**config.mk**
```make
export PLATFORM = sky130hd
export DESIGN_NAME = cmpctl_top
export DESIGN_NICKNAME = d
export VERILOG_FILES = /design/src/pkg/cmpctl_pkg.sv /design/src/pkg/cmpctl_sync_if.sv /design/src/core/cmpctl_sync.sv /design/src/core/cmpctl_top.sv
export SDC_FILE = /design/constraint.sdc
export NUM_CORES = 1
export LEC_CHECK = 0
export ABC_AREA = 0
export BUFFER_PORTS_ARGS = -buffer_cell sky130_fd_sc_hd__clkbuf_2
export CAP_MARGIN = 20
export CELL_PAD_IN_SITES_DETAIL_PLACEMENT = 1
export CELL_PAD_IN_SITES_GLOBAL_PLACEMENT = 1
export CORE_MARGIN = 4
export CORE_UTILIZATION = 42
export CTS_BUF_LIST = sky130_fd_sc_hd__clkbuf_8
export CTS_CLUSTER_DIAMETER = 200
export DETAILED_ROUTE_END_ITERATION = 8
export PLACE_DENSITY_LB_ADDON = 0.1
export SLEW_MARGIN = 25
export SYNTH_ARGS = -nofsm -noshare
export SYNTH_HDL_FRONTEND = slang
export SYNTH_HIERARCHICAL = 1
export SYNTH_SLANG_ARGS = --single-unit
```
**constraint.sdc**
```tcl
create_clock -name clk_i -period 1.4 [get_ports clk_i]
set_input_delay 0 -clock clk_i [delete_from_list [all_inputs] [get_ports clk_i]]
set_output_delay 0 -clock clk_i [all_outputs]
set_load 0.02 [all_outputs]
```
**src/pkg/cmpctl_pkg.sv**
```systemverilog
// package: register map, fields and reset values of the comparator control
package cmpctl_pkg;
   localparam int unsigned ADDR_W = 8;
   localparam int unsigned DATA_W = 8;
   localparam logic [7:0] CMP_CTRL_ADDR = 8'h9b;
   localparam logic [7:0] CMP_MODE_ADDR = 8'h9d;
   localparam logic [7:0] CMP_ISEL_ADDR = 8'h9f;
   localparam logic [7:0] CMP_STAT_ADDR = 8'ha0;
   localparam logic [7:0] CMP_MASK_ADDR = 8'ha1;
   localparam logic [7:0] CMP_CTRL_RST  = 8'h00;
   localparam logic [7:0] CMP_ISEL_RST  = 8'h77;
   localparam logic [7:0] CMP_MODE_RST  = 8'h02;
   localparam logic [1:0] CMP_EVT_RST   = 2'h0;
   localparam int unsigned ON_BIT     = 7;
   localparam int unsigned RESULT_BIT = 6;
   localparam int unsigned RISE_BIT   = 5;
   localparam int unsigned FALL_BIT   = 4;
   localparam int unsigned PHYS_HI    = 3;
   localparam int unsigned PHYS_LO    = 2;
   localparam int unsigned NHYS_HI    = 1;
   localparam int unsigned NHYS_LO    = 0;
   localparam int unsigned NSEL_HI    = 7;
   localparam int unsigned NSEL_LO    = 4;
   localparam int unsigned PSEL_HI    = 3;
   localparam int unsigned PSEL_LO    = 0;
   localparam int unsigned RIE_BIT    = 5;
   localparam int unsigned FIE_BIT    = 4;
   localparam int unsigned RMODE_HI   = 1;
   localparam int unsigned RMODE_LO   = 0;
   localparam int unsigned EV_RISE    = 1;
   localparam int unsigned EV_FALL    = 0;
endpackage

```
**src/pkg/cmpctl_sync_if.sv**
```systemverilog
// interface: raw comparator level in, synchronised level out
`timescale 1ns/1ps
`default_nettype none
interface cmpctl_sync_if;
   logic async_lvl;
   logic sync_lvl;
   modport syncer (input async_lvl, output sync_lvl);
   modport user   (output async_lvl, input sync_lvl);
endinterface
`default_nettype wire

```
**src/core/cmpctl_sync.sv**
```systemverilog
// three-stage synchroniser; a change counts when stages two and three agree
`timescale 1ns/1ps
`default_nettype none
module cmpctl_sync (
   input  wire logic        clk_i,   // system clock
   input  wire logic        rst_b_i, // async reset, active low
   cmpctl_sync_if.syncer    sif      // level in and out
);
   logic s1_r;
   logic s2_r;
   logic s3_r;
   logic out_r;
   wire  agree = (s2_r == s3_r);

   always_ff @(posedge clk_i or negedge rst_b_i) begin
      if (!rst_b_i) begin
         s1_r  <= 1'b0;
         s2_r  <= 1'b0;
         s3_r  <= 1'b0;
         out_r <= 1'b0;
      end else begin
         s1_r <= sif.async_lvl;
         s2_r <= s1_r;
         s3_r <= s2_r;
         if (agree) begin
            out_r <= s3_r;
         end
      end
   end

   assign sif.sync_lvl = out_r;
endmodule
`default_nettype wire

```
**src/core/cmpctl_top.sv**
```systemverilog
// comparator control: registers, edge flags, interrupt and pin outputs
`timescale 1ns/1ps
`default_nettype none
// Summary of operation
// - falling comparator edge sets fall flag
// - rising comparator edge sets rise flag
// - edge flags sticky until software writes zero
// - result bit six shows live comparator state
// - bit seven enables comparator, else powered down
// - disabled comparator drives pin output low
// - enabled and output low requests oscillator wake
// - clocked latched output plus raw asynchronous output
// - positive hysteresis field bits three to two
// - negative hysteresis field bits one to zero
// - upper nibble selects negative comparator input
// - lower nibble selects positive comparator input
// - rising and falling edges raise interrupt
// - comparator output offered to reset logic
// - mode register holds per-edge interrupt enables
// - mode register response field, reset value 10
module cmpctl_top
   import cmpctl_pkg::*;
(
   input  wire logic              clk_i,          // system clock
   input  wire logic              rst_b_i,        // async reset, active low
   input  wire logic [ADDR_W-1:0] addr_i,         // register address
   input  wire logic [DATA_W-1:0] wdata_i,        // write data
   input  wire logic              wr_i,           // write strobe
   input  wire logic              rd_i,           // read strobe
   output logic      [DATA_W-1:0] rdata_o,        // read data, next cycle
   input  wire logic              comp_raw_i,     // analog core result
   output logic                   comp_on_o,      // analog core enable
   output logic      [1:0]        pos_hyst_o,     // positive hysteresis
   output logic      [1:0]        neg_hyst_o,     // negative hysteresis
   output logic      [3:0]        pos_sel_o,      // positive input select
   output logic      [3:0]        neg_sel_o,      // negative input select
   output logic      [1:0]        resp_mode_o,    // response time mode
   output logic                   latched_comp_o, // clocked pin output
   output logic                   raw_comp_o,     // async pin output
   output logic                   osc_wake_o,     // oscillator wake request
   output logic                   rst_src_o,      // result to reset logic
   output logic                   cmp_irq_o       // level interrupt
);
   logic [7:0] ctrl_r;
   logic [7:0] isel_r;
   logic [7:0] mode_r;
   logic [1:0] evt_r;
   logic [1:0] evt_nxt;
   logic [1:0] mask_r;
   logic [1:0] mask_nxt;
   logic [1:0] flag_nxt;
   logic [7:0] rdata_r;
   logic       prev_r;
   logic       latched_r;
   logic       wake_r;
   logic       rst_src_r;
   logic       irq_r;
   logic       raw_r;

   cmpctl_sync_if sif ();

   // raw core result gated off while disabled
   assign sif.async_lvl = comp_raw_i & ctrl_r[ON_BIT];
   cmpctl_sync u_sync (
      .clk_i   (clk_i),
      .rst_b_i (rst_b_i),
      .sif     (sif)
   );

   wire       cur     = sif.sync_lvl;
   wire       rise    = cur & ~prev_r;
   wire       fall    = ~cur & prev_r;
   wire       wr_ctrl = wr_i && (addr_i == CMP_CTRL_ADDR);
   wire       wr_isel = wr_i && (addr_i == CMP_ISEL_ADDR);
   wire       wr_mode = wr_i && (addr_i == CMP_MODE_ADDR);
   wire       wr_stat = wr_i && (addr_i == CMP_STAT_ADDR);
   wire       wr_mask = wr_i && (addr_i == CMP_MASK_ADDR);
   wire [1:0] new_evt = {rise & mode_r[RIE_BIT],
                         fall & mode_r[FIE_BIT]};

   // flags: hardware set wins over software zero-write
   wire [1:0] flag_cur = {ctrl_r[RISE_BIT], ctrl_r[FALL_BIT]};
   wire [1:0] flag_wr  = {wdata_i[RISE_BIT], wdata_i[FALL_BIT]};
   wire [1:0] flag_hw  = {rise, fall};
   always_comb begin
      flag_nxt = wr_ctrl ? flag_wr : flag_cur;
      flag_nxt = flag_nxt | flag_hw;
      evt_nxt  = evt_r;
      if (wr_stat) begin
         evt_nxt = evt_r & ~wdata_i[1:0];
      end
      evt_nxt  = evt_nxt | new_evt;
      mask_nxt = wr_mask ? wdata_i[1:0] : mask_r;
   end

   wire [7:0] ctrl_rd = {ctrl_r[ON_BIT], cur, ctrl_r[5:0]};
   wire [7:0] mode_rd = {2'h0, mode_r[RIE_BIT], mode_r[FIE_BIT],
                         2'h0, mode_r[RMODE_HI:RMODE_LO]};
   wire [7:0] rd_mux  =
      (addr_i == CMP_CTRL_ADDR) ? ctrl_rd :
      (addr_i == CMP_ISEL_ADDR) ? isel_r :
      (addr_i == CMP_MODE_ADDR) ? mode_rd :
      (addr_i == CMP_STAT_ADDR) ? {6'h00, evt_r} :
      (addr_i == CMP_MASK_ADDR) ? {6'h00, mask_r} : 8'h00;

   always_ff @(posedge clk_i or negedge rst_b_i) begin
      if (!rst_b_i) begin
         ctrl_r <= CMP_CTRL_RST;
         isel_r <= CMP_ISEL_RST;
         mode_r <= CMP_MODE_RST;
         evt_r  <= CMP_EVT_RST;
         mask_r <= CMP_EVT_RST;
      end else begin
         if (wr_ctrl) begin
            ctrl_r[ON_BIT]          <= wdata_i[ON_BIT];
            ctrl_r[PHYS_HI:NHYS_LO] <= wdata_i[PHYS_HI:NHYS_LO];
         end
         ctrl_r[RESULT_BIT] <= 1'b0;
         ctrl_r[RISE_BIT]   <= flag_nxt[EV_RISE];
         ctrl_r[FALL_BIT]   <= flag_nxt[EV_FALL];
         if (wr_isel) begin
            isel_r <= wdata_i;
         end
         if (wr_mode) begin
            mode_r <= {2'h0, wdata_i[RIE_BIT], wdata_i[FIE_BIT],
                       2'h0, wdata_i[RMODE_HI:RMODE_LO]};
         end
         evt_r  <= evt_nxt;
         mask_r <= mask_nxt;
      end
   end

   always_ff @(posedge clk_i or negedge rst_b_i) begin
      if (!rst_b_i) begin
         rdata_r   <= 8'h00;
         prev_r    <= 1'b0;
         latched_r <= 1'b0;
         wake_r    <= 1'b0;
         rst_src_r <= 1'b0;
         irq_r     <= 1'b0;
      end else begin
         rdata_r   <= rd_i ? rd_mux : 8'h00;
         prev_r    <= cur;
         latched_r <= cur & ctrl_r[ON_BIT];
         wake_r    <= ctrl_r[ON_BIT] & ~cur;
         rst_src_r <= cur;
         irq_r     <= |(evt_nxt & mask_nxt);
      end
   end

   // raw path must keep running with the clock stopped: no clocked stage
   assign raw_r = comp_raw_i & ctrl_r[ON_BIT];

   assign rdata_o        = rdata_r;
   assign comp_on_o      = ctrl_r[ON_BIT];
   assign pos_hyst_o     = ctrl_r[PHYS_HI:PHYS_LO];
   assign neg_hyst_o     = ctrl_r[NHYS_HI:NHYS_LO];
   assign pos_sel_o      = isel_r[PSEL_HI:PSEL_LO];
   assign neg_sel_o      = isel_r[NSEL_HI:NSEL_LO];
   assign resp_mode_o    = mode_r[RMODE_HI:RMODE_LO];
   assign latched_comp_o = latched_r;
   assign raw_comp_o     = raw_r;
   assign osc_wake_o     = wake_r;
   assign rst_src_o      = rst_src_r;
   assign cmp_irq_o      = irq_r;
endmodule
`default_nettype wire

```
# Yosys cells after proc, flatten, opt, wreduce, memory -nomap -nowiden
# Index checks and enable logic that the tools add are counted.
[totals]
inputBits = 21
reg_bits = 39
[classes]
n_reduce_logical = 6
n_eq_ne = 6
bitwise_logic = 14
n_mux = 9
[ops]
columns = ["op", "count"]
rows = [
  ["$eq 8x8->1 const B", 5],
  ["$mux 8", 3],
  ["$mux 2", 5],
  ["$and 1x1->1", 7],
  ["$mux 6", 1],
  ["$logic_and 1x1->1", 5],
  ["$and 2x2->2", 2],
  ["$or 2x2->2", 2],
  ["$not 1->1", 2],
  ["$not 2->2", 1],
  ["$reduce_or 2->1", 1],
  ["$eq 1x1->1", 1],
]

# Depth between registers and ports, before layout
# Gate-level depths: netlist of the first run.
[depth]
word_depth = 7
depth_mapped = 5

# Modules after synthesis
# The synthesis of the first run kept the hierarchy.
[modules_own_cells]
columns = ["module", "cells_each", "area_each_um2", "instances", "seq_area_each_um2"]
rows = [
  ["cmpctl_top", 143, 1720.4, 1, 884.6],
  ["cmpctl_sync", 5, 111.4, 1, 100.1],
]

# Worst setup path before layout of the first run
# No wires, ideal clock.
[synth_path]
path_type = "input to register"
start = "input port addr_i[6]"
end = "register ctrl_r[0]"
path_stages = 4
arrival_ns = 1.067
path_slack_ns = 0.208
setup_ns = 0.125
required_ns = 1.275
path_buffers = 1
cell_sequence = "nand4b_4 or4_4 buf_6 mux2_4"
[synth_between]
elab_chain_cells = 2
[synth_rtl]
columns = ["item", "line", "rtl"]
rows = [
  ["start: declaration", "cmpctl_top.sv:26", "input wire logic [ADDR_W-1:0] addr_i,"],
  ["$eq 8x8->1", "cmpctl_top.sv:73", "wire wr_ctrl = wr_i && (addr_i == CMP_CTRL_ADDR);"],
  ["$logic_and 1x1->1", "cmpctl_top.sv:73", ""],
  ["end signal: indexed assignment", "cmpctl_top.sv:115", "ctrl_r[ON_BIT] <= wdata_i[ON_BIT];"],
  ["end signal: indexed assignment", "cmpctl_top.sv:116", "ctrl_r[PHYS_HI:NHYS_LO] <= wdata_i[PHYS_HI:NHYS_LO];"],
  ["end signal: indexed assignment", "cmpctl_top.sv:119", "ctrl_r[RISE_BIT] <= flag_nxt[EV_RISE];"],
  ["end: declaration", "cmpctl_top.sv:44", "logic [7:0] ctrl_r;"],
]
# No other way between the ends.
# A chain may end at the register's enable or synchronous reset.

==> results of run 1 <==
==> layer usage <==
layer | global-route usage (%) | up-vias
met5 | 0 | -
met4 | 4.02 | 0
met3 | 5.68 | 4
met2 | 28.4 | 34
met1 | 20.6 | 657
li1 | - | 629
==> registers in the layout, summed over array words and instances (netlist names) <==
name / flops
isel_r: 8
rdata_o: 8
ctrl_r: 7
mode_r: 4
evt_r: 2
mask_r: 2
cmp_irq_o: 1
latched_comp_o: 1
osc_wake_o: 1
rst_src_o: 1
u_sync/s1_r: 1
u_sync/s2_r: 1
u_sync/s3_r: 1
u_sync/sif.sync_lvl: 1
==> kinds of logic after synthesis <==
kind of cell	Yosys count
AOI/OAI and AO/OA	20
adders and majority gates	1
buffers and inverters	16
DFF	39
muxes	30
and+or+nand+nor	42
==> layout by cell type (no fill, tap or decap), types with 2 or more instances in the layout <==
cell type      instances
a22oi_1                2
nand3b_1               2
dfrtp_1               32
mux2i_1                8
buf_4                  6
o211ai_1               2
dfstp_2                7
dlygate4sd3_1          9
clkbuf_8               5
nor2_1                 8
nand3_1                2
a21oi_1                2
mux2_4                 5
nand2b_1               2
mux2_2                17
nor2b_1                6
o21ai_0                7
and2_1                 2
clkinvlp_4             2
inv_1                  5
clkbuf_2              48
a21o_1                 2
a221oi_1               2
nand2_1                9
==> layout make-up <==
| class | count | area, sq um | area share [%] |
|---|---|---|---|
| Multi-Input combinational cell | 93 | 753 | 33.0 |
| Inverter | 5 | 18.8 | 0.822 |
| Clock buffer | 5 | 68.8 | 3.01 |
| Timing Repair Buffer | 63 | 375 | 16.4 |
| Clock inverter | 3 | 20.0 | 0.877 |
| Sequential cell | 39 | 985 | 43.1 |
| Tap cell | 50 | 62.6 | 2.74 |
==> metrics by stage <==
stage / util (%) / hold WS, ns / setup slack (ns) / area (sq um) / std cells
after floorplan: - / -0.296 / 0.208 / 1830 / 148
after global placement: 51.1 / 0.0804 / 0.109 / 2100 / 241
after detailed placement: 51.1 / 0.0902 / 0.0511 / 2100 / 241
after CTS: 55.5 / 0.0449 / 0.119 / 2280 / 258
after global routing: 55.5 / 0.0540 / 0.0653 / 2280 / 258
final: 55.5 / 0.0455 / 0.151 / 2280 / 258
==> worst max-delay path: cells and delay by family (launching register included) <==
family	cells	cell delay, ns
and+or+nand+nor	1	0.25
DFF	1	0.42
AOI/OAI and AO/OA	3	0.50
==> worst paths after layout <==
kind | startpoint | cells past startpoint | slack (ns) | end
worst max-delay path | rst_src_o | 4 | 0.15 | cmp_irq_o
worst min-delay path | wdata_i[1] | 2 | 0.05 | ctrl_r[1]
worst max register to register | rst_src_o | 4 | 0.15 | cmp_irq_o
worst min register to register | u_sync/s1_r | 0 | 0.36 | u_sync/s2_r
max in group asynchronous | rst_b_i | 3 | 0.72 | isel_r[6]
min in group asynchronous | rst_b_i | 3 | 0.31 | rdata_o[1]
==> Yosys cell counts, drive strengths merged (2+ instances only) <==
cell	count
o21ai	7
nand2	9
nand3	2
dfrtp	32
a221oi	2
mux2i	8
clkbuf	2
a21oi	2
nor2	9
and2	2
mux2	22
buf	9
a21o	2
o211ai	2
a22oi	2
inv	5
nand2b	3
nand3b	2
dfstp	7
nor2b	6
==> report_power, final <==
group | leakage, nW | internal, W | total [W] | switching (W)
registers | 0.502 | 0.00117 | 0.00120 | 0.0000279
clock network | 0.0402 | 0.000347 | 0.000752 | 0.000405
logic | 0.655 | 0.000119 | 0.000260 | 0.000141
==> results by group, run 1 <==
Outcome
  • Status: completed

Routing
  • Top Layer Used: met4
  • Antenna viol nets, final: 0
  • Remaining routing DRC violations: 0
  • DR vias: 1324
  • Met1 Routed Length: 1880 um
  • DR WL met3: 230 um
  • Detail-routed via count per cell: 5.13
  • Routed WL: 4300 um
  • Met2 WL: 2150 um
  • DRT Pass-1 Iters: 4
  • Per-cell routed wire length: 16.6 um
  • Initial DRC count: 49

Yosys
  • Cells after synthesis: 148
  • Ys async rst share: 100%
  • Syn Area/Cell: 12.4 sq um
  • Post-synth top area cell: dfrtp_1
  • Main combinational cell family by area after synthesis: multiplexers
  • Synth area leaders: dfrtp_1 (44%), mux2_2 (10%), dfstp_2 (10%)
  • EDFF count, synth: 0
  • Post-Synth XOR/XNOR Area: 0%
  • Yosys warns: 6
  • Compound-Gate Fraction of Synth Area: 7.10%
  • Synth Area in Simple Gates: 14.5%
  • Adder-cell share of the synthesized area: 0.615%
  • Commonest register cell after synthesis: dfrtp_1
  • Top cell type's share of synthesized area: 43.7%
  • Post-synthesis mux area share: 18.9%
  • Synthesized area: 1830 sq um
  • Syn Nets: 169
  • Sequential-to-total area share from yosys stat: 53.8%
  • Post-synthesis cell type count: 39
  • #FFs+latches synth: 39

Floorplan
  • Total Die Area: 5480 sq um
  • Initial core utilization: 44.5%
  • Ports: 49
  • Core Area: 4120 sq um
  • Die Wd: 74.0 um
  • Die Y-Extent: 74.0 um
  • Floorplan row count: 23

Clock network
  • TritonCTS sink count: 39
  • Clock root cell: clkbuf_8
  • H-tree levels: 2
  • Post-CTS Setup Bufs: 0
  • Hold-fix buffers at CTS: 9
  • Clock latency on the worst-skew pair: 0.29 ns
  • # resized after CTS: 0
  • Cts bufs inserted: 5
  • CTS Buffer Depth: 2
  • CTS tree: yes
  • Worst-path clk slew: 0.08 ns

Layout
  • Diode count: 0
  • Filler cells: 450
  • NumNets Final: 228
  • Layout cells sized above 1: 47.1%
  • Area growth syn-to-layout: 24.7%

Power and ir drop
  • Max IR drop VDD: 0.670 mV
  • Leakage: 1.20 nW
  • PwrDens: 967 nW/um^2
  • Power, Total: 0.00221 W

Global route
  • Total gr overflow: 0
  • Antenna violations before repair: 0
  • Gr usage total: 16.8%
  • Global-route wire length before repair: 6900 um
  • Largest net degree at the start of global routing: 40
  • Vias in the first global route: 1412

Flow run
  • Max Cap Viol: 0

Timing
  • Unrepaired setup endpoints after global routing: false
  • Final worst clock skew: 0.00851 ns
  • Worst slew margin: 67.0%
  • Highest clock rate: 0.801 GHz
  • Slew Viols, Final: 0
  • Hold Vio Cnt, Final: 0
  • Period utilization: 89.2%
  • Worst-margin pin slew: 0.495 ns
  • Setup TNS: 0 ns
  • Final Critical Period: 1.25 ns
  • Final Setup Violations: 0

Setup path
  • Max stage delay on crit path: 0.42 ns
  • Worst Path Max Fanout: 5
  • CP endpoint kind: register
  • Worst Path Arrival: 1.45 ns
  • Worst path cell trace: nand3b_1 > a21oi_1 > o21ai_0 > o22ai_1
  • CP Data Required Time: 1.61 ns
  • Critical path class: register to register
  • CP startpoint kind: register
  • CP max stage cell: dfrtp_1

Place
  • # port buffers: 48
  • Final HPWL DP: 3190 um
  • GP Congestion: 0.715

Hold path
  • Worst min-delay path class: primary input to register
Note: power is estimated with default switching activity, not from simulation.
==> inputs of run 2 (changes only) <==
CELL_PAD_IN_SITES_DETAIL_PLACEMENT = 0   (was 1)
CELL_PAD_IN_SITES_GLOBAL_PLACEMENT = 2   (was 1)
CORE_UTILIZATION = 35   (was 42)
PLACE_DENSITY = 0.89   (was default)
PLACE_DENSITY_LB_ADDON = default   (was 0.1)
==> results by group, run 2 (synthesis gave the netlist of run 1 again) <==
Place
  • GP Congestion: 0.713
  • Dpl cell area: 2160 sq um
  • Inst Count DP: 263
  • # port buffers: 48
  • Final HPWL DP: 2890 um

Clock network
  • Clock root cell: clkbuf_8
  • Cts bufs inserted: 5
  • H-tree levels: 2
  • CTS tree: yes
  • Post-CTS Setup Bufs: 0
  • Clock latency on the worst-skew pair: 0.29 ns
  • # resized after CTS: 0
  • CTS Buffer Depth: 2
  • Hold-fix buffers at CTS: 9
  • Worst-path clk slew: 0.08 ns
  • TritonCTS sink count: 39

Hold path
  • Worst min-delay path class: primary input to register

Timing
  • Worst slew margin: 67.7%
  • Final Critical Period: 1.16 ns
  • Period utilization: 83.0%
  • Setup TNS: 0 ns
  • Highest clock rate: 0.860 GHz
  • Final Setup Violations: 0
  • Hold Vio Cnt, Final: 0
  • Worst-margin pin slew: 0.484 ns
  • Slew Viols, Final: 0
  • Unrepaired setup endpoints after global routing: false
  • Final worst clock skew: 0.0100 ns

Setup path
  • CP Data Required Time: 1.59 ns
  • Worst Path Max Fanout: 4
  • CP endpoint kind: register
  • Critical path class: register to register
  • Worst path cell trace: mux2i_1 > nand2_1 > o21ai_0 > a221oi_1
  • CP startpoint kind: register
  • Worst Path Arrival: 1.35 ns
  • CP max stage cell: dfstp_2
  • Buf+Inv Stages, Crit Path: 0
  • Max stage delay on crit path: 0.55 ns
  • Crit path max-delay family: flip-flops

Layout
  • Layout Cells excl Fill: 280
  • NumNets Final: 230
  • Most common cell after layout, fill and taps aside: clkbuf_2
  • Most frequent cells in the layout: clkbuf_2 (48), dfrtp_1 (32), mux2_2 (17), nand2_1 (9), dlygate4sd3_1 (9)
  • Filler cells: 516
  • Diode count: 0
  • Post-route design area: 2340 sq um
  • Area growth syn-to-layout: 27.5%
  • Layout cells sized above 1: 47.6%
  • Utilization after layout: 46.0%

Global route
  • Vias in the first global route: 1355
  • Gr usage total: 13.3%
  • Met2 usage: 21.5%
  • Global-route wire length before repair: 6500 um
  • Met1 usage: 17.0%
  • Total gr overflow: 0
  • Grt met3 use: 4.04%
  • Grt peak-use layer: met2
  • Antenna violations before repair: 0
  • Largest net degree at the start of global routing: 23

Floorplan
  • Floorplan row count: 26
  • Die Wd: 80.3 um
  • Initial core utilization: 36.1%
  • Ports: 49
  • Die Y-Extent: 80.3 um
  • Core Area: 5070 sq um
  • Total Die Area: 6460 sq um

Power and ir drop
  • Leakage: 1.21 nW
  • PwrDens: 938 nW/um^2
  • Max IR drop VDD: 0.529 mV
  • Power, Total: 0.00219 W

Outcome
  • Status: completed

Routing
  • Antenna viol nets, final: 0
  • Remaining routing DRC violations: 0
  • Routed WL: 3870 um
  • DRT Pass-1 Iters: 4
  • Per-cell routed wire length: 13.8 um
  • DR vias: 1305
  • Detail-routed via count per cell: 4.66
  • Initial DRC count: 58

Flow run
  • Max Cap Viol: 0
## run 2: cell count changes in the layout (fill, tap and decap cells not counted), sizes merged
cell / delta
buf: +2
## run 2: cell type report
type	instances	area (sq um)	share of cell area (%)
clock buffers	5	68.8	2.95
clock inverters	3	20.0	0.857
inverters	5	18.8	0.803
multi-input cells	93	753	32.2
flip-flops and latches	39	985	42.2
well taps	70	87.6	3.75
repair buffers	65	403	17.2
## run 2: final timing paths
kind,slack [ns],startpoint,cells after the start,endpoint
setup reg to reg,0.24,isel_r[0],4,rdata_o[0]
setup / recovery,0.24,isel_r[0],4,rdata_o[0]
hold / removal,0.05,wdata_i[0],2,ctrl_r[0]
max in group asynchronous,0.64,rst_b_i,3,isel_r[5]
hold reg to reg,0.35,u_sync/s1_r,0,u_sync/s2_r
min in group asynchronous,0.20,rst_b_i,2,isel_r[3]
## run 2: metal layers
metal  vias to the layer above  part of all wire (%)
met5                         -                     0
met4                         0                   1.0
met3                         4                   6.0
met2                        36                    49
met1                       624                    44
li1                        641                     -
## run 2: through the flow
step	setup slack, ns	hold WS [ns]
floorplan	0.208	-0.296
global placement	0.0882	-0.0217
detailed placement	0.0689	-0.0174
CTS	0.224	0.0470
global route	0.0748	0.0527
finish	0.238	0.0514
## run 2: power breakdown
group | leakage [nW] | internal (W) | switching [W] | total, W
clock | 0.0402 | 0.000346 | 0.000388 | 0.000735
sequential | 0.502 | 0.00117 | 0.0000260 | 0.00119
combinational | 0.670 | 0.000125 | 0.000137 | 0.000262
==> inputs of run 3 (changes only) <==
CORE_UTILIZATION = 31   (was 35)
PLACE_DENSITY = 0.84   (was 0.89)
clock period = 0.95 ns   (was 1.4 ns; I/O delays follow)
==> results by group, run 3 (synthesis gave the netlist of run 1 again) <==
Outcome
  • Status: finished with violations
  • Failing checks: setup timing

Setup path
  • CP startpoint kind: register
  • Worst Path Arrival: 1.34 ns
  • CP endpoint kind: register
  • Worst Path Max Fanout: 3
  • CP Data Required Time: 1.16 ns
  • Critical path class: register to register

Timing
  • Unrepaired setup endpoints after global routing: true
  • Final worst clock skew: 0.00746 ns
  • Final Critical Period: 1.13 ns
  • Period utilization: 119%
  • Worst-margin pin slew: 0.221 ns
  • Worst slew margin: 85.2%
  • Slew Viols, Final: 0
  • Final Setup Violations: 21
  • Highest clock rate: 0.884 GHz
  • Hold Vio Cnt, Final: 0
  • Final setup margin: -0.181 ns

Layout
  • Area growth syn-to-layout: 52.2%
  • Most common cell after layout, fill and taps aside: clkbuf_2
  • Diode count: 0
  • NumNets Final: 255
  • Filler cells: 522
  • Storage element area: 986 sq um
  • Utilization after layout: 49.7%
  • Most frequent cells in the layout: clkbuf_2 (34), dfrtp_1 (31), buf_4 (20), mux2_2 (15), buf_6 (15)
  • Layout Cells excl Fill: 307
  • Layout cells sized above 1: 60.4%
  • Multi-input gate area in the final layout: 835 sq um

Floorplan
  • Die Wd: 84.9 um
  • Total Die Area: 7200 sq um
  • Ports: 49
  • Floorplan row count: 27
  • Die Y-Extent: 84.9 um
  • Initial core utilization: 32.7%
  • Core Area: 5610 sq um

Power and ir drop
  • Clock power frac: 32.4%
  • Combinational Power Share: 16.0%
  • Net switching power of the design: 0.000878 W
  • Max IR drop VDD: 0.591 mV
  • Power, Total: 0.00341 W
  • Reg power frac: 51.6%
  • Sw Ratio: 25.7%
  • PwrDens: 1220 nW/um^2
  • Leakage: 1.41 nW
  • P_int: 0.00253 W

Place
  • Final HPWL DP: 3050 um
  • Inst Count DP: 281
  • GP Congestion: 0.778
  • # port buffers: 48
  • Post-place setup slack: -0.359 ns

Clock network
  • H-tree levels: 2
  • CTS tree: yes
  • Clock latency on the worst-skew pair: 0.29 ns
  • Cts bufs inserted: 5
  • CTS Buffer Depth: 2
  • Clock root cell: clkbuf_8
  • TritonCTS sink count: 39
  • Worst-path clk slew: 0.08 ns

Routing
  • DRT Pass-1 Iters: 4
  • Initial DRC count: 55
  • Antenna viol nets, final: 0
  • Per-cell routed wire length: 14.2 um
  • DR vias: 1395
  • Routed WL: 4370 um
  • Detail-routed via count per cell: 4.54
  • Remaining routing DRC violations: 0

Global route
  • Largest net degree at the start of global routing: 40
  • Total gr overflow: 0
  • Global-route wire length before repair: 7080 um
  • Gr usage total: 12.4%
  • Antenna violations before repair: 0
  • Vias in the first global route: 1420

Flow run
  • Max Cap Viol: 0

Hold path
  • Worst min-delay path class: primary input to register
## run 3: cell count changes in the layout (fill, tap and decap cells not counted), moves of 4 or more
cell	change
o21ai_1	+4
buf_4	+13
buf_6	+15
buf_8	+10
clkbuf_2	-14
o21ai_0	-5
## run 3: metrics by stage
| step | cell area (sq um) | hold WS, ns | TNS (ns) |
|---|---|---|---|
| 6_report | 2790 | 0.0519 | -1.37 |
| 5_1_grt | 2790 | 0.0878 | -2.21 |
| 4_1_cts | 2640 | 0.0579 | -1.56 |
| 3_5_place_dp | 2310 | -0.0123 | -6.71 |
| 3_3_place_gp | 2310 | -0.0130 | -6.12 |
| 2_1_floorplan | 1850 | -0.296 | -2.91 |
## run 3: worst max-delay path, stage by stage (launching register included)
cell	delay, ns
dfrtp_2	0.41
nand3b_1	0.24
a21oi_1	0.18
o21ai_1	0.08
o22ai_1	0.16
## run 3: power groups by stage
stage	clock network (W)	logic, W	registers [W]
after CTS	0.00114	0.000499	0.00176
final	0.00111	0.000545	0.00176
after detailed placement	0	0.000420	0.00179
after global routing	0.00121	0.000591	0.00177
after global placement	0	0.000416	0.00179
after floorplan	0	0.000180	0.00181
## run 3: worst paths after layout
check / start / end / slack (ns) / cells past startpoint
max: rst_src_o / cmp_irq_o / -0.18 / 4
min: wdata_i[0] / isel_r[0] / 0.05 / 2
max reg2reg: rst_src_o / cmp_irq_o / -0.18 / 4
min reg2reg: u_sync/s1_r / u_sync/s2_r / 0.36 / 0
max in group asynchronous: rst_b_i / isel_r[5] / 0.47 / 3
min in group asynchronous: rst_b_i / rdata_o[2] / 0.22 / 3
## run 3: repair_timing
item / in CTS / in global routing
pin swaps: 4 / 4
buffers inserted: 2 / 8
resized for setup: 34 / 36
hold buffers: 9 / 0
endpoints found under the hold margin: 54 / 0
setup endpoints to repair: 23 / 29
## run 3: layer usage
layer  GRT usage (%)  routed length [um]  vias to the layer above
met3            3.79                 204                        6
met4            5.04                  70                        0
met5               0                   0                        -
met2            19.3                2110                       31
li1                -                   -                      683
met1            16.2                1990                      675
## run 3: layout make-up
| class | instances | share of cell area, % |
|---|---|---|
| flip-flops and latches | 39 | 35.4 |
| multi-input cells | 93 | 29.9 |
| repair buffers | 90 | 27.6 |
| well taps | 72 | 3.23 |
| clock buffers | 5 | 2.47 |
| clock inverters | 3 | 0.718 |
| inverters | 5 | 0.673 |
